**src/hdl/ric_defines.svh**
```systemverilog
`ifndef RIC_DEFINES_SVH
`define RIC_DEFINES_SVH

// ----------------------------------------------------------------
// Register map: time and alarm bytes first, then control registers.
// ----------------------------------------------------------------
`define RIC_OFS_TLAST 8'h09
`define RIC_OFS_A     8'h0A
`define RIC_OFS_B     8'h0B
`define RIC_OFS_C     8'h0C

// Byte positions inside the time/alarm bank.
`define RIC_I_SEC  0
`define RIC_I_ASEC 1
`define RIC_I_MIN  2
`define RIC_I_AMIN 3
`define RIC_I_HR   4
`define RIC_I_AHR  5
`define RIC_I_DOW  6
`define RIC_I_DATE 7
`define RIC_I_MON  8
`define RIC_I_YR   9

// ----------------------------------------------------------------
// Field positions.
// ----------------------------------------------------------------
`define RIC_A_DV   6:4
`define RIC_A_DVH  6:5
`define RIC_A_RS   3:0
`define RIC_B_SET  7
`define RIC_B_PIE  6
`define RIC_B_AIE  5
`define RIC_B_UIE  4
`define RIC_B_SQUARE_OUT_ENABLE 3
`define RIC_B_DM   2
`define RIC_B_H24  1
`define RIC_B_DSE  0
`define RIC_F_PF   2
`define RIC_F_AF   1
`define RIC_F_UF   0
`define RIC_DV_RUN  3'b010
`define RIC_DV_HOLD 2'b11

// ----------------------------------------------------------------
// Reset values.
// ----------------------------------------------------------------
`define RIC_RST_A    7'h00
`define RIC_RST_B    8'h00
`define RIC_RST_SYNC 12'hB00

// ----------------------------------------------------------------
// Timing and calendar constants.
// ----------------------------------------------------------------
`define RIC_MCLK_HZ       250000000
`define RIC_OSC_HZ        32768
`define RIC_OSC_DIV       (`RIC_MCLK_HZ / `RIC_OSC_HZ)
`define RIC_PRE_UPD_US    244
`define RIC_PRE_UPD_TICKS ((`RIC_PRE_UPD_US * `RIC_OSC_HZ + 999999) / 1000000)
`define RIC_UIP_START     (15'h4000 - 15'(`RIC_PRE_UPD_TICKS))
`define RIC_TEN     7'h0A
`define RIC_NOON    7'h0C
`define RIC_MAX_MS  7'h3B
`define RIC_MAX_H   7'h17
`define RIC_MAX_Y   7'h63
`define RIC_DOW_MAX 7'h07
`define RIC_DEC     7'h0C
`define RIC_FEB     7'h02
`define RIC_APR     7'h04
`define RIC_OCT     7'h0A
`define RIC_M30     16'h0A50
`define RIC_D28     7'h1C
`define RIC_D29     7'h1D
`define RIC_D30     7'h1E
`define RIC_D31     7'h1F
`define RIC_WK1_END 7'h07
`define RIC_OCT_LS  7'h19
`define RIC_DST_FWD 7'h03

`endif

```
**src/hdl/ric_pkg.sv**
```systemverilog
package ric_pkg;

	// Host strobe tracking states.
	typedef enum logic [2:0] {
		BUS_IDLE = 3'b001,
		BUS_RD   = 3'b010,
		BUS_WR   = 3'b100
	} ric_bus_e;

	// Complete state of the controller.
	typedef struct packed {
		ric_bus_e        bus;
		logic [11:0]     s1;
		logic [11:0]     s2;
		logic            ale_d;
		logic [7:0]      addr;
		logic [6:0]      ra;
		logic [7:0]      rb;
		logic [2:0]      flg;
		logic [2:0]      pnd;
		logic [15:0]     pre;
		logic [14:0]     chn;
		logic            update_pending;
		logic            xfer;
		logic            fall;
		logic [9:0][7:0] usr;
		logic [9:0][7:0] itm;
		logic [7:0]      dout;
		logic            doe;
		logic            square_out_pin;
		logic            irq;
	} ric_st_s;

endpackage

```
**src/hdl/ric_ctrl.sv**
```systemverilog
`timescale 1ns/100ps
`include "ric_defines.svh"
// ----------------------------------------------------------------
// Behaviour
// (RULE1) Rate field picks one of thirteen chain taps.
// (RULE2) Rate code to frequency mapping, zero disables.
// (RULE3) One tap feeds square wave and periodic flag.
// (RULE4) Square pin follows tap when enabled, else low.
// (RULE5) Periodic flag set on every falling tap edge.
// (RULE6) Alarm flag when three bytes match or ignore.
// (RULE7) Update-ended flag set every update.
// (RULE8) Interrupt is OR of flag-enable pairs.
// (RULE9) Reading flag register clears all flags.
// (RULE10) Low nibble of flag register reads zero.
// (RULE11) Update runs always; freeze holds host copy.
// (RULE12) Pending bit rises 244 us before transfer.
// (RULE13) Freeze inhibits transfers, clears pending bit.
// (RULE14) Freeze rising clears update interrupt enable.
// (RULE15) Mode bits change only by host writes.
// (RULE16) Divider field: run, hold chain, or stop.
// (RULE17) First update 500 ms after run pattern.
// (RULE18) Format bit selects binary or BCD counting.
// (RULE19) Hour bit selects 24-hour or 12-hour.
// (RULE20) April first Sunday skips two o'clock hour.
// (RULE21) October last Sunday repeats one o'clock once.
// (RULE22) Registers accessible at all times.
// (RULE23) Flag read snapshot; new events held till end.
// (RULE24) Update advances calendar with leap years.
// (RULE25) Fall-back recorded to avoid second repeat.
// ----------------------------------------------------------------
module ric_ctrl import ric_pkg::*; #(
	parameter int OSC_DIV = `RIC_OSC_DIV
) (
	input  wire logic       i_mclk,
	input  wire logic       i_rstn,
	input  wire logic       i_cs_n,
	input  wire logic       i_ale,
	input  wire logic       i_rd_n,
	input  wire logic       i_wr_n,
	input  wire logic [7:0] i_ad,
	output logic      [7:0] o_ad,
	output logic            o_ad_oe,
	output logic            o_sqw,
	output logic            o_irq_oe
);

	// ----------------------------------------------------------------
	// Byte format helpers.
	// ----------------------------------------------------------------

	// Host byte to binary value; BCD when the format bit is zero.
	function automatic logic [6:0] dec(input logic [7:0] v, input logic bcd);
		dec = bcd ? ({3'h0, v[7:4]} * `RIC_TEN + {3'h0, v[3:0]}) : v[6:0]; // [RULE18]
	endfunction

	function automatic logic [7:0] enc(input logic [6:0] b, input logic bcd);
		enc = bcd ? {4'(b / `RIC_TEN), 4'(b % `RIC_TEN)} : {1'b0, b};
	endfunction

	// Hours byte to 0..23; in 12-hour form bit 7 marks PM.
	function automatic logic [6:0] hdec(input logic [7:0] v, input logic bcd,
		input logic h24);
		logic [6:0] h;
		h = dec({1'b0, v[6:0]}, bcd);
		if (h24) begin
			hdec = dec(v, bcd);
		end else begin
			hdec = (h == `RIC_NOON ? 7'h00 : h) + (v[7] ? `RIC_NOON : 7'h00); // [RULE19]
		end
	endfunction

	function automatic logic [7:0] henc(input logic [6:0] h, input logic bcd,
		input logic h24);
		logic [6:0] m;
		logic [7:0] e;
		m = h % `RIC_NOON;
		e = enc(m == 7'h00 ? `RIC_NOON : m, bcd);
		henc = h24 ? enc(h, bcd) : {h >= `RIC_NOON, e[6:0]}; // [RULE19]
	endfunction

	// One-second advance of the time bytes, alarm bytes pass unchanged; adj forces the DST hour.
	function automatic logic [9:0][7:0] tick(input logic [9:0][7:0] t,
		input logic bcd, input logic h24, input logic [1:0] adj);
		logic [6:0] s, m, h, w, d, mo, y, dim;
		logic [9:0][7:0] o;
		logic [15:0] m30;
		o = t;
		m30 = `RIC_M30;
		s = dec(t[`RIC_I_SEC], bcd);
		m = dec(t[`RIC_I_MIN], bcd);
		h = hdec(t[`RIC_I_HR], bcd, h24);
		w = dec(t[`RIC_I_DOW], bcd);
		d = dec(t[`RIC_I_DATE], bcd);
		mo = dec(t[`RIC_I_MON], bcd);
		y = dec(t[`RIC_I_YR], bcd);
		// Every fourth year is a leap year across the whole century.
		if (mo == `RIC_FEB) begin
			dim = (y[1:0] == 2'h0) ? `RIC_D29 : `RIC_D28; // [RULE24]
		end else begin
			dim = m30[mo[3:0]] ? `RIC_D30 : `RIC_D31;
		end
		if (s != `RIC_MAX_MS) begin
			s = s + 7'h01;
		end else begin
			s = 7'h00;
			if (m != `RIC_MAX_MS) begin
				m = m + 7'h01;
			end else begin
				m = 7'h00;
				if (h != `RIC_MAX_H) begin
					h = h + 7'h01;
				end else begin
					h = 7'h00;
					w = (w == `RIC_DOW_MAX) ? 7'h01 : w + 7'h01;
					if (d != dim) begin
						d = d + 7'h01;
					end else begin
						d = 7'h01;
						if (mo != `RIC_DEC) begin
							mo = mo + 7'h01;
						end else begin
							mo = 7'h01;
							y = (y == `RIC_MAX_Y) ? 7'h00 : y + 7'h01; // [RULE24]
						end
					end
				end
			end
		end
		if (adj[0]) begin
			h = `RIC_DST_FWD; // [RULE20]
		end
		if (adj[1]) begin
			h = 7'h01; // [RULE21]
		end
		o[`RIC_I_SEC] = enc(s, bcd);
		o[`RIC_I_MIN] = enc(m, bcd);
		o[`RIC_I_HR] = henc(h, bcd, h24);
		o[`RIC_I_DOW] = enc(w, bcd);
		o[`RIC_I_DATE] = enc(d, bcd);
		o[`RIC_I_MON] = enc(mo, bcd);
		o[`RIC_I_YR] = enc(y, bcd);
		tick = o;
	endfunction

	// Alarm byte matches when equal or when its top two bits are set.
	function automatic logic hit(input logic [7:0] a, input logic [7:0] t);
		hit = (a[7:6] == 2'b11) || (a == t); // [RULE6]
	endfunction

	// ----------------------------------------------------------------
	// State.
	// ----------------------------------------------------------------
	localparam ric_st_s R0 = '{bus: BUS_IDLE, s1: `RIC_RST_SYNC, s2: `RIC_RST_SYNC,
		ra: `RIC_RST_A, rb: `RIC_RST_B, default: '0};

	ric_st_s         r;
	ric_st_s         n;
	logic            run;
	logic            tk;
	logic            upd;
	logic            rdc;
	logic            rd_end;
	logic            wr_go;
	logic            lb;
	logic            hms;
	logic            spring;
	logic            back;
	logic [3:0]      idx;
	logic [2:0]      ev;
	logic [9:0][7:0] adv;

	// ----------------------------------------------------------------
	// Next-state logic.
	// ----------------------------------------------------------------

	// The pins are asynchronous to i_mclk, so every control and data pin
	// passes two flops before use. This costs about three cycles of host
	// latency, far below the host cycle time.
	always_comb begin
		n = r;
		n.s1 = {i_cs_n, i_ale, i_rd_n, i_wr_n, i_ad};
		n.s2 = r.s1;
		n.ale_d = r.s2[10];
		n.xfer = 1'b0;
		rd_end = 1'b0;
		wr_go = 1'b0;
		lb = !r.rb[`RIC_B_DM];

		// Stopped oscillator and held chain both leave the chain at zero,
		// so a later run pattern always restarts a full half second.
		run = (r.ra[`RIC_A_DV] == `RIC_DV_RUN); // [RULE16]
		tk = run && (r.pre == 16'(OSC_DIV - 1));
		if (!run) begin
			n.pre = '0;
			n.chn = '0; // [RULE17]
		end else begin
			n.pre = tk ? 16'h0000 : r.pre + 16'h0001;
			n.chn = r.chn + {14'h0000, tk}; // [RULE1]
		end

		// Codes 1 and 2 alias codes 8 and 9; other codes step one tap.
		if (r.ra[`RIC_A_RS] < 4'h3) begin
			idx = r.ra[`RIC_A_RS] + 4'h5; // [RULE2]
		end else begin
			idx = r.ra[`RIC_A_RS] - 4'h2; // [RULE2]
		end
		// A full tap period elapses between falling edges.
		ev[`RIC_F_PF] = (r.ra[`RIC_A_RS] != 4'h0) && r.chn[idx] && !n.chn[idx]; // [RULE3] [RULE5]

		// Update fires once per second on the top stage, set or not.
		upd = !r.chn[14] && n.chn[14]; // [RULE11]
		hms = (hdec(r.itm[`RIC_I_HR], lb, r.rb[`RIC_B_H24]) == 7'h01)
			&& (dec(r.itm[`RIC_I_MIN], lb) == `RIC_MAX_MS)
			&& (dec(r.itm[`RIC_I_SEC], lb) == `RIC_MAX_MS)
			&& (dec(r.itm[`RIC_I_DOW], lb) == 7'h01)
			&& r.rb[`RIC_B_DSE];
		spring = hms && (dec(r.itm[`RIC_I_MON], lb) == `RIC_APR)
			&& (dec(r.itm[`RIC_I_DATE], lb) <= `RIC_WK1_END); // [RULE20]
		back = hms && (dec(r.itm[`RIC_I_MON], lb) == `RIC_OCT)
			&& (dec(r.itm[`RIC_I_DATE], lb) >= `RIC_OCT_LS) && !r.fall; // [RULE21] [RULE25]
		adv = tick(r.itm, lb, r.rb[`RIC_B_H24], {back, spring}); // [RULE24]
		ev[`RIC_F_AF] = upd && hit(r.itm[`RIC_I_ASEC], adv[`RIC_I_SEC])
			&& hit(r.itm[`RIC_I_AMIN], adv[`RIC_I_MIN])
			&& hit(r.itm[`RIC_I_AHR], adv[`RIC_I_HR]); // [RULE6]
		ev[`RIC_F_UF] = upd; // [RULE7]
		if (upd) begin
			n.itm = adv; // [RULE11]
			if (back) begin
				n.fall = 1'b1; // [RULE25]
			end else if (hdec(adv[`RIC_I_HR], lb, r.rb[`RIC_B_H24]) == 7'h00) begin
				n.fall = 1'b0; // [RULE25]
			end
			if (!r.rb[`RIC_B_SET]) begin
				n.usr = adv; // [RULE13]
				n.xfer = 1'b1;
			end
		end

		// Host strobes are served in any cycle, update or not.
		case (r.bus)
			BUS_IDLE: begin
				if (!r.s2[11] && !r.s2[9]) begin
					n.bus = BUS_RD; // [RULE22]
				end else if (!r.s2[11] && !r.s2[8]) begin
					n.bus = BUS_WR; // [RULE22]
				end
			end
			BUS_RD: begin
				if (r.s2[11] || r.s2[9]) begin
					n.bus = BUS_IDLE;
					rd_end = 1'b1;
				end
			end
			BUS_WR: begin
				if (r.s2[8]) begin
					n.bus = BUS_IDLE;
					wr_go = 1'b1;
				end
			end
			default: begin
				n.bus = BUS_IDLE;
			end
		endcase
		if (r.ale_d && !r.s2[10]) begin
			n.addr = r.s2[7:0];
		end

		// Flags stay frozen during a flag read; events meanwhile wait in
		// the pending copy and are posted when the read ends.
		rdc = (r.bus == BUS_RD) && (r.addr == `RIC_OFS_C);
		if (rdc && rd_end) begin
			n.flg = r.pnd | ev; // [RULE9] [RULE23]
			n.pnd = 3'h0;
		end else if (rdc) begin
			n.pnd = r.pnd | ev; // [RULE23]
		end else begin
			n.flg = r.flg | ev; // [RULE5]
		end

		// Host writes; a time write lands in both copies. Flag writes drop.
		if (wr_go) begin
			if (r.addr <= `RIC_OFS_TLAST) begin
				n.usr[r.addr[3:0]] = r.s2[7:0];
				n.itm[r.addr[3:0]] = r.s2[7:0];
			end else if (r.addr == `RIC_OFS_A) begin
				n.ra = r.s2[6:0];
			end else if (r.addr == `RIC_OFS_B) begin
				n.rb = r.s2[7:0]; // [RULE15]
				if (!r.rb[`RIC_B_SET] && r.s2[`RIC_B_SET]) begin
					n.rb[`RIC_B_UIE] = 1'b0; // [RULE14]
				end
			end
		end

		// Pending bit covers the last ticks before the top stage rises.
		n.update_pending = run && !n.rb[`RIC_B_SET] && !n.chn[14]
			&& (n.chn >= `RIC_UIP_START); // [RULE12] [RULE13]
		n.irq = |(n.flg & {n.rb[`RIC_B_PIE], n.rb[`RIC_B_AIE], n.rb[`RIC_B_UIE]}); // [RULE8]
		n.square_out_pin = n.rb[`RIC_B_SQUARE_OUT_ENABLE] && (n.ra[`RIC_A_RS] != 4'h0) && n.chn[idx]; // [RULE4]
		n.doe = (n.bus == BUS_RD);
		n.dout = 8'h00;
		if (r.addr <= `RIC_OFS_TLAST) begin
			n.dout = n.usr[r.addr[3:0]];
		end else if (r.addr == `RIC_OFS_A) begin
			n.dout = {n.update_pending, n.ra};
		end else if (r.addr == `RIC_OFS_B) begin
			n.dout = n.rb;
		end else if (r.addr == `RIC_OFS_C) begin
			n.dout = {n.irq, n.flg, 4'h0}; // [RULE10]
		end
	end

	// State register.
	always_ff @(posedge i_mclk or negedge i_rstn) begin
		if (!i_rstn) begin
			r <= R0;
		end else begin
			r <= n;
		end
	end

	// Outputs straight from state; the interrupt pin is open drain.
	assign o_ad     = r.dout;
	assign o_ad_oe  = r.doe;
	assign o_sqw    = r.square_out_pin;
	assign o_irq_oe = r.irq;
endmodule // ric_ctrl

```
**config.mk**
```make
export PLATFORM = sky130hd
export DESIGN_NAME = ric_ctrl
export DESIGN_NICKNAME = d
export VERILOG_FILES = /design/src/hdl/ric_pkg.sv /design/src/hdl/ric_ctrl.sv
export VERILOG_INCLUDE_DIRS = /design/src /design/src/hdl
export SDC_FILE = /design/constraint.sdc
export NUM_CORES = 1
export LEC_CHECK = 0
export BUFFER_PORTS_ARGS = -buffer_cell sky130_fd_sc_hd__clkbuf_2
export CORE_MARGIN = 2
export CORE_UTILIZATION = 57
export DETAILED_ROUTE_END_ITERATION = 6
export PLACE_DENSITY_LB_ADDON = 0.1
export SETUP_SLACK_MARGIN = 0.15
export SYNTH_ARGS = -nofsm -noshare
export SYNTH_HDL_FRONTEND = slang
export SYNTH_SLANG_ARGS = --single-unit
```
**constraint.sdc**
```tcl
create_clock -name i_mclk -period 12.1 [get_ports i_mclk]
set_input_delay 2.42 -clock i_mclk [delete_from_list [all_inputs] [get_ports i_mclk]]
set_output_delay 2.42 -clock i_mclk [all_outputs]
set_load 0.02 [all_outputs]
```
==> impl_metrics.toml <==
[power_and_ir_drop]
cell_internal_pwr_mw = 1.52
powerDensity_nw_per_um2 = 90.2
p_comb_share_pct = 10.3
clkPwrFrac_pct = 45.6
leakagePower_nw = 9.62
total_power_mw = 2.05
irDropWorstVdd_mv = 0.133
p_sw_mw = 0.529
netSwitchingFraction_pct = 25.8
pwr-share-seq_pct = 44.1

[clock_network]
cts-hold-fix-buffers = 0
clockBufferDepth = 3
numClockSinks = 260
clkTransAtPathRegs_ps = 60
clk_latency_ps = 550
root_buffer = "clkbuf_16"
htree_levels = 1
cts_buffers = 28
cts_tree = "yes"

[sta]
setup_viol = 0
period_needed_ps = 10870
fin_skew_ps = 12.3
worst_pin_slew_ps = 1170
fin_crit_sh_pct = 89.8
maxSlewHeadroom_pct = 21.5
finalHoldViolations = 0
tns_ps = 0
rsz0062_at_grt = "false"
worst_slack_ps = 1230
slew_viol_final = 0
max_freq_mhz = 92.0

[placed_design]
dpl_worst_slack_ps = 1050
numPortBuffers = 24
hpwlAfterDp_um = 47000
dp_cells = 2978
gp_congestion = 0.970

[worst_setup_path]
timing.rr.end = "r[171]$_DFFE_PN0P_"
r2r-start = "r[47]$_DFF_PN0_"
end_kind = "flip-flop"
critPathRequiredTime_ps = 12510
r2r_setup_slack_ps = 1230
crit_family = "simple AND/OR/NAND/NOR gates"
crit_type = "reg -> reg"
crit_fanout = 11
critPathLaunchType = "flip-flop"
cp_data_arrival_time_ps = 11280
crit_top_cell = "ha_1"
reg2reg_depth = 43
crit_path_top_delay_cell = "or4_1"
cp_num_buf_inv = 2
slowest_delay_ps = 580

[global_route]
grt_max_degree = 150
track_usage_pct = 33.6
grt_overflow = 0
grt_pass1_wl_um = 105000
antenna_found_initial = 0
grt_pass1_vias = 19400

[synthesis]
synthCells = 2598
ys_types = 113
synth_warnings = 0
postSynthAreaPerCell_um2 = 8.21
synth-seq-area-share_pct = 30.6
ys_seq_elements = 260
synthFlopType = "dfrtp_1"
synth_area_um2 = 21300
async_flop_share_pct = 100
synth.net_count = 2717
synth_edf_count = 0

[drt]
vias_per_cell = 6.70
wl_um = 65400
route.vias.total = 20300
ant_nets = 0
wl_per_cell_um = 21.6
drtPass1Iterations = 5
drc_errors = 0
drt_iter0_drc = 1807

[hold_path]
min_from = "n[235]$_DFF_PN0_"
hold_path_depth = 0
worstHoldPathType = "reg -> reg"
min_to = "r[235]$_DFF_PN0_"

[flow_run]
max_cap_viol_count = 0

[cells_and_area]
drive_gt1_share_pct = 9.95
nNetsFinal = 2661
final_cells = 3032
num_antenna_cells = 0
final_common_cell = "nand2_1"
mostFrequentLayoutCells = "nand2_1, dfrtp_1, nor2_1"
syn_to_final_growth_pct = 6.70

[floorplanning]
rows = 70
dieArea_um2 = 39000
die_x_um = 197
die_y_um = 197
start_util_pct = 58.1
core_um2 = 36700
io_pins = 25

[status]
outcome = "completed"
-- through the flow --
step	hold WS (ps)	instance area (um^2)	util, %
after floorplan	331	21300	-
after global placement	333	21700	59.1
after detailed placement	335	21700	59.1
after CTS	348	22700	61.9
after global routing	354	22800	62.0
final	347	22800	62.0
-- layout make-up --
type                       count  area [um^2]
clock inverter                14          189
multi-input combinational   2122        13900
tap                          468          586
clock buffer                  38          830
sequential                   260         6520
inverter                      68          255
timing repair buffer          62          428
fill                        3250        13900
-- registers in the layout, indices dropped and copies added, names as in the netlist --
| register | flops |
|---|---|
| o_sqw | 1 |
| r | 212 |
| o_ad | 8 |
| o_irq_oe | 1 |
| o_ad_oe | 1 |
| n | 13 |
| adv | 24 |
-- what timing repair did --
action                                  in CTS  in global routing
setup buffers                                0                  2
endpoints found under the setup margin       0                  1
gates resized for setup                      0                  6
-- Yosys cell counts, drive strengths merged (17+ instances only) --
library cell / count / area, um^2
a21oi: 167 / 836
a211oi: 32 / 245
mux2: 47 / 533
or2: 17 / 106
mux2i: 72 / 721
a31oi: 69 / 438
and2: 25 / 156
o21ai: 196 / 988
o22ai: 17 / 106
nor2b: 26 / 163
xor2: 41 / 359
or3: 26 / 163
and3: 19 / 119
nor4: 31 / 249
a221oi: 17 / 161
xnor2: 71 / 622
fa: 18 / 360
nand2b: 25 / 156
ha: 87 / 1090
nand2: 362 / 1360
o211ai: 27 / 223
nand3: 98 / 500
a21o: 22 / 165
nor2: 237 / 892
nand4: 26 / 163
buf: 50 / 282
dfrtp: 253 / 6330
clkbuf: 98 / 369
inv: 66 / 248
nor3: 66 / 347
o31ai: 28 / 239
-- logic make-up (layout without fill, tap and decap cells) --
| family | count (synthesis) | in the layout | synth area share [%] |
|---|---|---|---|
| compound gates | 759 | 759 | 23.9 |
| buf+inv | 216 | 182 | 4.25 |
| simple gates | 1012 | 1012 | 22.6 |
| xor+xnor | 112 | 112 | 4.60 |
| mux | 132 | 132 | 7.25 |
| flops | 260 | 260 | 30.6 |
| fa+ha+maj | 107 | 107 | 6.89 |
-- worst max-delay path by stage --
stage	startpoint	to	slack, ps	depth (start not counted)
3_3_place_gp	r[47]$_DFF_PN0_	r[171]$_DFFE_PN0P_	1350	44
3_5_place_dp	r[47]$_DFF_PN0_	r[171]$_DFFE_PN0P_	1050	45
4_1_cts	r[47]$_DFF_PN0_	r[171]$_DFFE_PN0P_	1030	45
2_1_floorplan	r[213]$_DFF_PN0_	r[171]$_DFFE_PN0P_	2330	45
5_1_grt	r[47]$_DFF_PN0_	r[171]$_DFFE_PN0P_	190	43
6_report	r[47]$_DFF_PN0_	r[171]$_DFFE_PN0P_	1230	43
-- layer usage --
metal	vias up	part of all wire (%)	GRT usage (%)	wire length, um
met5	-	0	0	0
met3	140	6.8	3.48	4450
li1	9487	-	-	-
met4	0	3.9	12.8	2550
met2	790	47	55.7	30600
met1	9909	42	45.7	27700
-- power by group through the flow --
stage | Combinational (mW) | Sequential, mW | Clock [mW]
2_1_floorplan | 0.146 | 0.910 | 0
3_3_place_gp | 0.202 | 0.920 | 0
3_5_place_dp | 0.206 | 0.921 | 0
4_1_cts | 0.206 | 0.905 | 0.947
5_1_grt | 0.235 | 0.906 | 0.979
6_report | 0.211 | 0.906 | 0.936
No activity file was read; power rests on OpenSTA's default activity.
